===== src/tmr_pkg.sv =====
// Package of types and constants for the task management response framer.
package tmr_pkg;

  // Field widths of the frame header and nexus.
  localparam int TMR_ADDR_W = 24;
  localparam int TMR_LUN_W  = 64;
  localparam int TMR_TAG_W  = 16;

  // Data-present selector encodings.
  localparam logic [1:0] TMR_DPS_NONE     = 2'h0;
  localparam logic [1:0] TMR_DPS_RESPONSE = 2'h1;
  localparam logic [1:0] TMR_DPS_SENSE    = 2'h2;

  // Response code encodings.
  localparam logic [7:0] TMR_RC_COMPLETE    = 8'h00;
  localparam logic [7:0] TMR_RC_INVALID_FRM = 8'h02;
  localparam logic [7:0] TMR_RC_NOT_SUPP    = 8'h04;
  localparam logic [7:0] TMR_RC_FAILED      = 8'h05;
  localparam logic [7:0] TMR_RC_SUCCEEDED   = 8'h08;
  localparam logic [7:0] TMR_RC_BAD_LUN     = 8'h09;
  localparam logic [7:0] TMR_RC_OVERLAP     = 8'h0A;

  // Expected length of a task management RESPONSE frame in bytes.
  localparam logic [15:0] TMR_RESP_LEN = 16'h001C;

  // Reset values of held outputs.
  localparam logic        TMR_VALID_RST = 1'b0;

  // Service responses exchanged with the task manager and application client.
  typedef enum logic [2:0] {
    TMR_SR_COMPLETE,
    TMR_SR_SUCCEEDED,
    TMR_SR_REJECTED,
    TMR_SR_BAD_LUN,
    TMR_SR_FAILURE
  } tmr_srv_t;

  // Failure detail chosen by the task manager for a failure response.
  typedef enum logic [1:0] {
    TMR_FD_INVALID_FRAME,
    TMR_FD_FUNC_FAILED,
    TMR_FD_OVERLAP
  } tmr_fail_t;

  // Nexus: initiator, target, logical unit and optional task tag.
  typedef struct packed {
    logic [TMR_ADDR_W-1:0] init_addr;
    logic [TMR_ADDR_W-1:0] tgt_addr;
    logic [TMR_LUN_W-1:0]  lun;
    logic                  has_q;
    logic [TMR_TAG_W-1:0]  q_tag;
  } tmr_nexus_t;

  // Response request from the task manager.
  typedef struct packed {
    tmr_nexus_t           nexus;
    tmr_srv_t             srv;
    tmr_fail_t            fail;
    logic [TMR_TAG_W-1:0] assoc;
  } tmr_req_t;

  // Header and payload fields of a RESPONSE frame.
  typedef struct packed {
    logic [TMR_ADDR_W-1:0] dest_addr;
    logic [TMR_ADDR_W-1:0] src_addr;
    logic [TMR_LUN_W-1:0]  lun;
    logic [TMR_TAG_W-1:0]  tag;
    logic [1:0]            data_present_selector;
    logic [7:0]            resp_code;
    logic [15:0]           length;
  } tmr_frame_t;

  // Header fields of the TASK frame that was sent.
  typedef struct packed {
    logic [TMR_LUN_W-1:0] lun;
    logic [TMR_TAG_W-1:0] tag;
    logic [TMR_TAG_W-1:0] managed_tag;
  } tmr_task_t;

  // Confirmation to the application client.
  typedef struct packed {
    tmr_srv_t             srv;
    logic [TMR_LUN_W-1:0] lun;
    logic [TMR_TAG_W-1:0] task_tag;
    logic [TMR_TAG_W-1:0] assoc;
  } tmr_conf_t;

endpackage


===== src/tmr_framer.sv =====
// Task management response framer: target-side builder and initiator-side decoder.
`timescale 1ns/1ps
module tmr_framer
  import tmr_pkg::*;
#(
  parameter logic [1:0]  DPS_RESPONSE = TMR_DPS_RESPONSE,
  parameter logic [15:0] RESP_LEN     = TMR_RESP_LEN
) (
  input  wire logic                sys_clk,
  input  wire logic                rst,
  input  wire logic                task_rcvd,
  input  wire logic                rsp_req_valid,
  input  wire tmr_pkg::tmr_req_t    rsp_req,
  output logic                     rsp_req_ready,
  output logic                     tx_valid,
  output tmr_pkg::tmr_frame_t       tx_frame,
  input  wire logic                tx_ready,
  output logic                     req_dropped,
  input  wire logic                rx_valid,
  input  wire tmr_pkg::tmr_frame_t  rx_frame,
  input  wire logic                nak_valid,
  input  wire tmr_pkg::tmr_task_t   task_hdr,
  output logic                     conf_valid,
  output tmr_pkg::tmr_conf_t        conf
);
  import tmr_pkg::*;

  typedef enum logic [1:0] {
    TMR_ST_IDLE,
    TMR_ST_SEND
  } tmr_state_t;

  tmr_state_t state_r;
  tmr_state_t state_nxt;
  logic [7:0] pend_r;
  logic [7:0] pend_nxt;
  tmr_frame_t frame_r;
  tmr_frame_t frame_nxt;
  logic       drop_r;
  logic       drop_nxt;
  logic [7:0] code_sel;
  logic       ready_r;
  logic       ready_nxt;
  logic       txv_r;
  logic       txv_nxt;
  logic       take_req;

  // Pick the response code for the requested service response.
  always_comb begin
    code_sel = TMR_RC_FAILED;
    case (rsp_req.srv)
      TMR_SR_COMPLETE:  code_sel = TMR_RC_COMPLETE;
      TMR_SR_SUCCEEDED: code_sel = TMR_RC_SUCCEEDED;
      TMR_SR_REJECTED:  code_sel = TMR_RC_NOT_SUPP;
      TMR_SR_BAD_LUN:   code_sel = TMR_RC_BAD_LUN;
      default: begin
        case (rsp_req.fail)
          TMR_FD_INVALID_FRAME: code_sel = TMR_RC_INVALID_FRM;
          TMR_FD_OVERLAP:       code_sel = TMR_RC_OVERLAP;
          default:              code_sel = TMR_RC_FAILED;
        endcase
      end
    endcase
  end

  // Builder state. A count of received TASK frames guards against responses
  // that have no request behind them; such a request is dropped and flagged.
  always_comb begin
    state_nxt = state_r;
    pend_nxt  = pend_r;
    frame_nxt = frame_r;
    drop_nxt  = 1'b0;
    take_req  = 1'b0;
    case (state_r)
      TMR_ST_IDLE: begin
        if (rsp_req_valid) begin
          if (pend_r == 8'h00 && !task_rcvd) begin
            drop_nxt = 1'b1;
          end else begin
            take_req = 1'b1;
            frame_nxt.dest_addr = rsp_req.nexus.init_addr;
            frame_nxt.src_addr  = rsp_req.nexus.tgt_addr;
            frame_nxt.lun       = rsp_req.nexus.lun;
            // The Q tag identifies the same task, so it takes precedence.
            frame_nxt.tag = rsp_req.nexus.has_q ? rsp_req.nexus.q_tag : rsp_req.assoc;
            frame_nxt.data_present_selector = DPS_RESPONSE;
            frame_nxt.resp_code = code_sel;
            frame_nxt.length    = RESP_LEN;
            state_nxt = TMR_ST_SEND;
          end
        end
      end
      TMR_ST_SEND: begin
        if (tx_ready) begin
          state_nxt = TMR_ST_IDLE;
        end
      end
      default: state_nxt = TMR_ST_IDLE;
    endcase
    // A notice and a take in one cycle cancel, so the count can never wrap
    // below zero; new notices saturate at the top of the count.
    if (task_rcvd && !take_req && pend_r != 8'hFF) begin
      pend_nxt = pend_r + 8'h01;
    end else if (take_req && !task_rcvd) begin
      pend_nxt = pend_r - 8'h01;
    end
    // Ready and valid are decoded from the next state, so both leave flip-flops directly.
    ready_nxt = (state_nxt == TMR_ST_IDLE);
    txv_nxt   = (state_nxt == TMR_ST_SEND);
  end

  // State registers.
  always_ff @(posedge sys_clk) begin
    if (rst) begin
      state_r <= TMR_ST_IDLE;
      pend_r  <= 8'h00;
      frame_r <= '0;
      drop_r  <= 1'b0;
      ready_r <= 1'b1;
      txv_r   <= 1'b0;
    end else begin
      state_r <= state_nxt;
      pend_r  <= pend_nxt;
      frame_r <= frame_nxt;
      drop_r  <= drop_nxt;
      ready_r <= ready_nxt;
      txv_r   <= txv_nxt;
    end
  end

  // Ready is registered state, so requests are taken only while idle.
  assign rsp_req_ready = ready_r;
  assign tx_valid      = txv_r;
  assign tx_frame      = frame_r;
  assign req_dropped   = drop_r;

  // Initiator-side decoder.
  tmr_decode #(
    .DPS_RESPONSE (DPS_RESPONSE),
    .RESP_LEN     (RESP_LEN)
  ) u_decode (
    .sys_clk    (sys_clk),
    .rst        (rst),
    .rx_valid   (rx_valid),
    .rx_frame   (rx_frame),
    .nak_valid  (nak_valid),
    .task_hdr   (task_hdr),
    .conf_valid (conf_valid),
    .conf       (conf)
  );

endmodule // tmr_framer


===== src/tmr_decode.sv =====
// Decoder from a received RESPONSE frame to a registered service response.
`timescale 1ns/1ps
module tmr_decode
  import tmr_pkg::*;
#(
  parameter logic [1:0]  DPS_RESPONSE = TMR_DPS_RESPONSE,
  parameter logic [15:0] RESP_LEN     = TMR_RESP_LEN
) (
  input  wire logic               sys_clk,
  input  wire logic               rst,
  input  wire logic               rx_valid,
  input  wire tmr_pkg::tmr_frame_t rx_frame,
  input  wire logic               nak_valid,
  input  wire tmr_pkg::tmr_task_t  task_hdr,
  output logic                    conf_valid,
  output tmr_pkg::tmr_conf_t       conf
);
  import tmr_pkg::*;

  logic      conf_valid_r;
  logic      conf_valid_nxt;
  tmr_conf_t conf_r;
  tmr_conf_t conf_nxt;
  tmr_srv_t  srv_dec;

  // Map selector and code back to a service response; anything odd is a failure.
  always_comb begin
    srv_dec = TMR_SR_FAILURE;
    if (rx_frame.data_present_selector == DPS_RESPONSE &&
        rx_frame.length == RESP_LEN) begin
      case (rx_frame.resp_code)
        TMR_RC_COMPLETE:  srv_dec = TMR_SR_COMPLETE;
        TMR_RC_SUCCEEDED: srv_dec = TMR_SR_SUCCEEDED;
        TMR_RC_NOT_SUPP:  srv_dec = TMR_SR_REJECTED;
        TMR_RC_BAD_LUN:   srv_dec = TMR_SR_BAD_LUN;
        default:          srv_dec = TMR_SR_FAILURE;
      endcase
    end
  end

  // A NAK wins over a frame in the same cycle, since no RESPONSE may follow it.
  always_comb begin
    conf_valid_nxt = 1'b0;
    conf_nxt       = conf_r;
    if (nak_valid) begin
      conf_valid_nxt    = 1'b1;
      conf_nxt.srv      = TMR_SR_FAILURE;
      conf_nxt.lun      = task_hdr.lun;
      conf_nxt.task_tag = task_hdr.managed_tag;
      conf_nxt.assoc    = task_hdr.tag;
    end else if (rx_valid) begin
      conf_valid_nxt    = 1'b1;
      conf_nxt.srv      = srv_dec;
      conf_nxt.lun      = rx_frame.lun;
      conf_nxt.task_tag = rx_frame.tag;
      conf_nxt.assoc    = rx_frame.tag;
    end
  end

  // State registers.
  always_ff @(posedge sys_clk) begin
    if (rst) begin
      conf_valid_r <= TMR_VALID_RST;
      conf_r       <= '0;
    end else begin
      conf_valid_r <= conf_valid_nxt;
      conf_r       <= conf_nxt;
    end
  end

  assign conf_valid = conf_valid_r;
  assign conf       = conf_r;

endmodule // tmr_decode


===== config.mk =====
export PLATFORM = sky130hd
export DESIGN_NAME = tmr_framer
export DESIGN_NICKNAME = d
export VERILOG_FILES = /design/src/tmr_pkg.sv /design/src/tmr_framer.sv /design/src/tmr_decode.sv
export SDC_FILE = /design/constraint.sdc
export NUM_CORES = 1
export LEC_CHECK = 0
export BUFFER_PORTS_ARGS = -buffer_cell sky130_fd_sc_hd__buf_2
export CORE_AREA = 5 5 257 259
export DETAILED_ROUTE_END_ITERATION = 8
export DIE_AREA = 0 0 262 264
export REMOVE_ABC_BUFFERS = 1
export SLEW_MARGIN = 20
export SYNTH_ARGS = -nofsm -noshare
export SYNTH_HDL_FRONTEND = slang
export SYNTH_SLANG_ARGS = --single-unit

===== constraint.sdc =====
create_clock -name sys_clk -period 4.5 [get_ports sys_clk]
set_clock_uncertainty 0.15 [all_clocks]
set_input_delay 0.45 -clock sys_clk [delete_from_list [all_inputs] [get_ports sys_clk]]
set_output_delay 0.45 -clock sys_clk [all_outputs]
set_load 0.005 [all_outputs]

==> reports/metrics.csv, run 1 <==
metric;value;unit
clk_lat worst skew;0.56;ns
final setup fails;0;
Die ar.;69200;µm²
vias;11125;
grt total ovfl;0;
met3 global-route usage;3.47;%
Core ar.;63600;µm²
drt total wl;41800;µm
Tot GR Track Use;10.9;%
f_max;304;MHz
Synth warnings;0;
Reg2Reg Capture Point;pend_r[7];
EDFF count, synth;0;
PD cells;356;nW/µm²
crit-path max FO;10;
synthesized cell area;10200;µm²
Max clock buf depth;3;
routability cong.;0.813;
Fill cells;6787;
leakage dissipation;8.02;nW
CTS resizes;0;
Avg WL per Cell;14.6;µm
Die Ht;264;µm
IO Port Bufs;597;
CTS root buffer;clkbuf_16;
RSZ-0062 raised after global routing;no;
Final nets;2408;
Period minus WS final;3.28;ns
worst r2r path cells;8;
CP startpoint kind;flip-flop;
Post-synth top flop;dfxtp_1;
VDD IR max;0.250;mV
Slew Limit Fails;0;
commonest cells after routing, fill and taps aside;594 x buf_2, 261 x nand2_1, 246 x dfxtp_1;
crit path capture type;flip-flop;
total of max-cap violations;0;
Initial Util;16.0;%
Yosys cell types;41;
Critical Path RT;4.80;ns
Setup TNS;0;ns
Slew @ Worst Pin;0.951;ns
number of buffers created by CTS;28;
Syn Area/Cell;8.20;µm²
dpl ws;1.28;ns
clock-pin slew on the worst setup and hold paths;0.06;ns
Area Growth Syn to Fin;66.6;%
Syn Inst Count;1244;
sequential area share after synthesis;48.3;%
via count of the first global-routing pass;10874;
start of the worst register-to-register path;pend_r[0];
Iter 0 DRT Violations;667;
Top Usage Layer GRT;met2;
Residual DRC;0;
largest net degree at the start of global routing;136;
asr flop ratio synth;0;%
FF/Latch Area;4920;µm²
WHS;0.0344;ns
Hold Vio Cnt, Final;0;
Final WS setup;1.22;ns
CTS H-tree lvls;1;
met1 global-route usage;12.1;%
Hold Path Stages;3;
most common library cell in the layout ignoring fill and taps;buf_2;
CTS tree;built;
initial antenna violation count;9;
outcome;completed;
drt pass-1 iters;5;
launch point of the worst path;pend_r[0];
worst hold path type;in2reg;
#FFs+latches synth;246;
share of cells above drive strength 1;33.0;%
flop2flop setup slack;1.22;ns
Crit Path Category;reg2reg;
Worst slew margin;36.3;%
area of the multi-input gates;4760;µm²
DRT antenna net count;0;
I/O pins;664;
Die W;262;µm
global-route wire length before repair;61000;µm
final worst path period share;73.0;%
clock sink count;246;
num rows;93;
sink of the worst hold path;tx_frame[152];
final HPWL from detailed placement;29900;µm
vias per inst;3.87;
GR Layer Usage met2;19.3;%
hold path start;rsp_req[148];
Worst Path Arrival;3.58;ns
-- stage by stage --
step           utilization (%)  total power, W  cells  cell area [µm²]
2_1_floorplan                -         0.00292   1150             9700
5_1_grt                   26.7         0.00640   2872            17000
4_1_cts                   26.7         0.00617   2870            17000
3_5_place_dp              21.9         0.00346   2615            13900
6_report                  26.7         0.00606   2873            17000
3_3_place_gp              21.9         0.00345   2615            13900
-- logic make-up after synthesis --
group | share of synthesized area (%)
XOR/XNOR | 0.258
AND/OR/NAND/NOR | 19.3
flip-flops | 48.3
AO/OA/AOI/OAI | 13.7
multiplexers | 11.7
other | 0.0368
adder cells (fa/ha/maj) | 0.932
buffers and inverters | 5.81
-- worst max-delay path, cell delays in order (launching register included) --
cell and delay (ns):
dfxtp_1 0.47, nand4_1 0.13, o211ai_1 0.77, ha_1 0.39
a211oi_1 0.42, o211ai_1 0.18, nand2_1 0.11, mux2i_1 0.21
mux2_2 0.35
-- synthesized netlist by cell type (2+ instances only) --
| cell | count | share of area, % |
|---|---|---|
| a211oi_1 | 20 | 1.5 |
| buf_6 | 2 | 0.22 |
| nor2b_1 | 3 | 0.18 |
| nor3_1 | 9 | 0.44 |
| nor3b_1 | 3 | 0.22 |
| a21o_1 | 2 | 0.15 |
| buf_4 | 28 | 2.1 |
| nand3b_1 | 3 | 0.22 |
| mux2_2 | 2 | 0.22 |
| nand2_1 | 261 | 9.6 |
| mux2i_1 | 117 | 11 |
| o211ai_1 | 2 | 0.15 |
| a2bb2oi_1 | 2 | 0.17 |
| buf_1 | 8 | 0.29 |
| a21oi_1 | 184 | 9.0 |
| nand3_1 | 4 | 0.20 |
| buf_2 | 24 | 1.2 |
| or3b_2 | 2 | 0.17 |
| nor4_1 | 2 | 0.12 |
| nor2_1 | 196 | 7.2 |
| o21ai_0 | 37 | 1.8 |
| inv_1 | 6 | 0.22 |
| a311oi_1 | 3 | 0.26 |
| nand4_1 | 2 | 0.12 |
| dfxtp_1 | 246 | 48 |
| nand2b_1 | 3 | 0.18 |
| xnor2_1 | 3 | 0.26 |
| clkbuf_1 | 50 | 1.8 |
| nor4b_1 | 3 | 0.26 |
| ha_1 | 6 | 0.74 |
-- registers in the layout (all words and copies together) (netlist names) --
signal               cells
pend_r                   8
tx_valid                 1
rsp_req_ready            1
tx_frame               133
req_dropped              1
state_r                  2
u_decode.conf           99
u_decode.conf_valid      1
-- power breakdown --
| part | leakage, nW | internal, W | switching [W] | total [W] |
|---|---|---|---|---|
| registers | 2.02 | 0.00234 | 0.0000912 | 0.00243 |
| logic | 5.49 | 0.000562 | 0.000564 | 0.00113 |
| clock network | 0.504 | 0.00157 | 0.000934 | 0.00250 |
| total | 8.02 | 0.00447 | 0.00159 | 0.00606 |
-- per-layer routing --
layer | share of wire, % | wire, µm
met5 | 0.029 | 12
met4 | 3.6 | 1490
met2 | 48 | 20000
met3 | 11 | 4470
met1 | 38 | 15800
-- worst max path at each step --
stage,endpoint,slack (ns),cells after the start
5_1_grt,pend_r[7],0.96,8
6_report,pend_r[7],1.22,8
3_3_place_gp,pend_r[7],1.26,9
4_1_cts,pend_r[7],1.18,8
3_5_place_dp,pend_r[7],1.28,9
2_1_floorplan,pend_r[7],0.72,5
-- cell type report --
class                   instances  share of cell area (%)
clock inverters                10                    1.03
inverters                       6                   0.133
well taps                     855                    6.29
clock buffers                  41                    4.95
multi-input cells             898                    28.0
repair buffers                814                    30.6
flip-flops and latches        246                    29.0
diodes                          3                  0.0442
-- repair_timing --
| item | CTS | global route |
|---|---|---|
| hold buffers | 204 | 0 |
| setup buffers | 0 | 0 |
| endpoints found under the hold margin | 203 | 0 |
Note: power is estimated with default switching activity, not from simulation.
==> run 2, diff against run 1 <==
clock period = 2.85 ns   (was 4.5 ns; I/O delays follow)
==> reports/metrics.csv, run 2 (synthesis gave the netlist of run 1 again) <==
metric;value;unit
outcome;completed;
Max clock buf depth;3;
most common library cell in the layout ignoring fill and taps;buf_2;
Comb power frac;22.6;%
CP startpoint kind;flip-flop;
Die W;262;µm
switching pwr;0.00254;W
DRT antenna net count;0;
worst hold path type;in2reg;
IO Port Bufs;597;
final HPWL from detailed placement;30600;µm
Die Ht;264;µm
Setup TNS;0;ns
largest net degree at the start of global routing;108;
clock sink count;246;
fin cells;3031;
via count of the first global-routing pass;12291;
clock-pin slew on the worst setup and hold paths;0.06;ns
VDD IR max;0.443;mV
Period minus WS final;2.65;ns
WHS;0.0428;ns
crit path capture type;flip-flop;
Area Growth Syn to Fin;80.8;%
crit-path max FO;58;
worst r2r path cells;8;
share of cells above drive strength 1;31.1;%
Hold Vio Cnt, Final;0;
final setup fails;0;
Fill cells;6666;
sequential share of power;41.4;%
grt total ovfl;0;
Crit Path Category;reg2reg;
hold path start;rx_frame[18];
Final WS setup;0.198;ns
clock network fraction of total power;36.0;%
commonest cells after routing, fill and taps aside;594 x buf_2, 349 x dlygate4sd3_1, 261 x nand2_1;
dpl ws;0.105;ns
Tot GR Track Use;11.7;%
Residual DRC;0;
Worst Path Arrival;3.02;ns
CTS H-tree lvls;1;
Net Sw Frac;27.4;%
Avg WL per Cell;14.7;µm
Reg2Reg Capture Point;tx_frame[18];
initial antenna violation count;5;
flop2flop setup slack;0.20;ns
placed inst area;14100;µm²
final instance area;18400;µm²
f_max;377;MHz
Worst slew margin;43.2;%
PD cells;502;nW/µm²
global-route wire length before repair;65500;µm
vias per inst;3.95;
Initial Util;16.0;%
number of buffers created by CTS;27;
drt total wl;44600;µm
CTS tree;built;
final worst path period share;93.1;%
Hold Path Stages;4;
Slew @ Worst Pin;0.852;ns
Internal;0.00673;W
CTS root buffer;clkbuf_16;
Slew Limit Fails;0;
Iter 0 DRT Violations;451;
CTS resizes;0;
Placed Instances;2632;
drt pass-1 iters;5;
Die ar.;69200;µm²
Core ar.;63600;µm²
vias;11980;
I/O pins;664;
num rows;93;
clk_lat worst skew;0.55;ns
Final nets;2571;
RSZ-0062 raised after global routing;no;
routability cong.;0.826;
total of max-cap violations;0;
sink of the worst hold path;u_decode.conf[96];
leakage dissipation;8.60;nW
max FFs per register;133;
Critical Path RT;3.21;ns
start of the worst register-to-register path;state_r[0];
[run 2: metrics by stage]
step	utilization, %	power (W)
floorplan	-	0.00462
global placement	22.2	0.00550
detailed placement	22.2	0.00551
CTS	29.0	0.00937
global route	29.0	0.00979
finish	29.0	0.00927
[run 2: worst max path at each step]
stage | from | endpoint | slack [ns] | depth (start not counted)
after floorplan | state_r[0] | pend_r[7] | -0.80 | 5
after global placement | pend_r[6] | pend_r[7] | 0.09 | 8
after detailed placement | pend_r[6] | pend_r[7] | 0.11 | 8
after CTS | pend_r[6] | pend_r[7] | 0.07 | 8
after global routing | state_r[1] | tx_frame[18] | 0.02 | 8
final | state_r[0] | tx_frame[18] | 0.20 | 8
[run 2: power groups by stage]
stage / clock [W] / combinational [W] / sequential (W)
6_report: 0.00334 / 0.00210 / 0.00383
5_1_grt: 0.00362 / 0.00231 / 0.00386
4_1_cts: 0.00347 / 0.00207 / 0.00383
3_5_place_dp: 0 / 0.00161 / 0.00390
3_3_place_gp: 0 / 0.00161 / 0.00389
2_1_floorplan: 0 / 0.000700 / 0.00392
[run 2: cell type report]
class,instances,area [µm²],area share (%)
Timing Repair Buffer,978,6840,37.1
Inverter,6,22.5,0.122
Clock buffer,42,802,4.35
Tap cell,855,1070,5.80
Antenna cell,2,5.00,0.0271
Clock inverter,4,23.8,0.129
Sequential cell,246,4920,26.7
Multi-Input combinational cell,898,4760,25.8
[run 2: timing repair]
item                                    in CTS  in global routing
hold endpoints to repair                   234                  0
endpoints found under the setup margin       0                  3
setup buffers                                0                  2
hold buffers                               349                  0
[run 2: routing by layer]
layer / track usage, % / vias up / wire length [µm]
met5: 0 / - / 13
met4: 4.32 / 2 / 1550
li1: - / 5922 / -
met1: 12.3 / 5427 / 16700
met2: 21.7 / 544 / 22100
met3: 3.58 / 85 / 4280
[run 2: worst max-delay path, stage by stage (launching register included)]
cell,delay [ns]
dfxtp_1,0.31
or3b_4,0.39
buf_4,0.16
a31oi_4,0.19
buf_12,0.27
buf_12,0.22
nor2_1,0.05
a311oi_1,0.21
dlygate4sd3_1,0.59
==> run 3, diff against run 2 <==
CORE_AREA = 5 5 254 256   (was 5 5 257 259)
DIE_AREA = 0 0 259 261   (was 0 0 262 264)
==> reports/metrics.csv, run 3 (synthesis gave the netlist of run 1 again) <==
metric;value;unit
I/O pins;664;
max FFs per register;133;
routability cong.;0.820;
crit path capture type;flip-flop;
Die W;259;µm
vias;12182;
CTS root buffer;clkbuf_16;
met1 wire length;19500;µm
DRT antenna net count;0;
final worst path period share;94.7;%
number of buffers created by CTS;28;
commonest cells after routing, fill and taps aside;594 x buf_2, 355 x dlygate4sd3_1, 261 x nand2_1;
Critical Path RT;3.17;ns
drt total wl;49500;µm
via count of the first global-routing pass;12294;
Slew Limit Fails;0;
Period minus WS final;2.70;ns
worst r2r path cells;9;
top routing layer in use;met5;
initial antenna violation count;19;
Max clock buf depth;3;
launch point of the worst path;state_r[0];
RSZ-0062 raised after global routing;no;
Area Growth Syn to Fin;83.2;%
Fill cells;6499;
Worst slew margin;58.9;%
Final nets;2570;
final setup fails;0;
CTS H-tree lvls;1;
Die ar.;67600;µm²
CP startpoint kind;flip-flop;
Tot GR Track Use;13.4;%
outcome;completed;
Die Ht;261;µm
f_max;371;MHz
Iter 0 DRT Violations;814;
Hold Vio Cnt, Final;0;
CTS tree;built;
global-route wire length before repair;71700;µm
most common library cell in the layout ignoring fill and taps;buf_2;
final HPWL from detailed placement;35400;µm
Avg WL per Cell;16.3;µm
total of max-cap violations;0;
Crit Path Category;reg2reg;
Slew @ Worst Pin;0.617;ns
Reg2Reg Capture Point;pend_r[7];
Core ar.;62300;µm²
Setup crit end;pend_r[7];
crit-path max FO;9;
clock-pin slew on the worst setup and hold paths;0.06;ns
clk_lat worst skew;0.58;ns
largest net degree at the start of global routing;111;
VDD IR max;0.557;mV
PD cells;533;nW/µm²
drt pass-1 iters;5;
worst hold path type;in2reg;
num rows;92;
Initial Util;16.4;%
Routed met3 length;4470;µm
Residual DRC;0;
clock sink count;246;
Worst Path Arrival;3.02;ns
leakage dissipation;8.70;nW
flop2flop setup slack;0.15;ns
share of cells above drive strength 1;31.2;%
IO Port Bufs;597;
grt total ovfl;0;
metal2 WL;23800;µm
start of the worst register-to-register path;state_r[0];
WHS;0.0899;ns
vias per inst;4.01;
post-layout total power;0.00997;W
## run 3: per-stage QoR
| step | area [µm²] | utilization [%] | setup TNS [ns] | worst slack (ns) | instances |
|---|---|---|---|---|---|
| after floorplan | 9700 | - | -42.21 | -0.795 | 1150 |
| after global placement | 14100 | 22.6 | 0 | 0.140 | 2617 |
| after detailed placement | 14100 | 22.6 | 0 | 0.126 | 2617 |
| after CTS | 18700 | 30.0 | 0 | 0.164 | 3024 |
| after global routing | 18700 | 30.0 | 0 | 0.0199 | 3031 |
| final | 18700 | 30.0 | 0 | 0.152 | 3036 |
## run 3: layout make-up
cell class / count / area, µm² / share of cell area, %
Multi-Input combinational cell: 898 / 4760 / 25.5
Antenna cell: 12 / 30.0 / 0.161
Inverter: 6 / 22.5 / 0.120
Sequential cell: 246 / 4920 / 26.3
Tap cell: 846 / 1060 / 5.66
Timing Repair Buffer: 976 / 6860 / 36.7
Clock inverter: 13 / 211 / 1.13
Clock buffer: 39 / 822 / 4.40
## run 3: critical path, stage by stage, from the launching register on
cell and delay (ns):
dfxtp_1 0.31, or3b_4 0.43, o211ai_1 0.20, buf_12 0.18, ha_1 0.24, o21ai_0 0.30, o211ai_1 0.12, nand2_1 0.10
mux2i_1 0.20, mux2_2 0.34
## run 3: worst min-delay path by stage
stage                              to          from  depth (start not counted)  slack [ns]
global route        u_decode.conf[97]  rx_frame[25]                          5        0.09
floorplan                   pend_r[6]           rst                          1        0.20
CTS                 u_decode.conf[98]  rx_frame[25]                          5        0.03
global placement         tx_frame[17]  tx_frame[17]                          2        0.29
finish              u_decode.conf[98]  rx_frame[25]                          5        0.09
detailed placement           tx_valid    state_r[1]                          1        0.29
## run 3: routing by layer
metal / GRT usage (%) / vias to the layer above
met2: 23.8 / 572
met4: 3.84 / 10
li1: - / 5963
met3: 4.17 / 93
met1: 15.5 / 5544
met5: 0 / -
## run 3: report_power, final
group	internal [W]	total [W]	switching [W]
clock	0.00246	0.00401	0.00155
sequential	0.00369	0.00384	0.000147
combinational	0.00113	0.00212	0.000993
total	0.00728	0.00997	0.00269
## run 3: timing repair
action	4_1_cts	5_1_grt
endpoints found under the hold margin	236	0
gates resized for setup	0	0
hold buffers	355	0
setup buffers	0	0
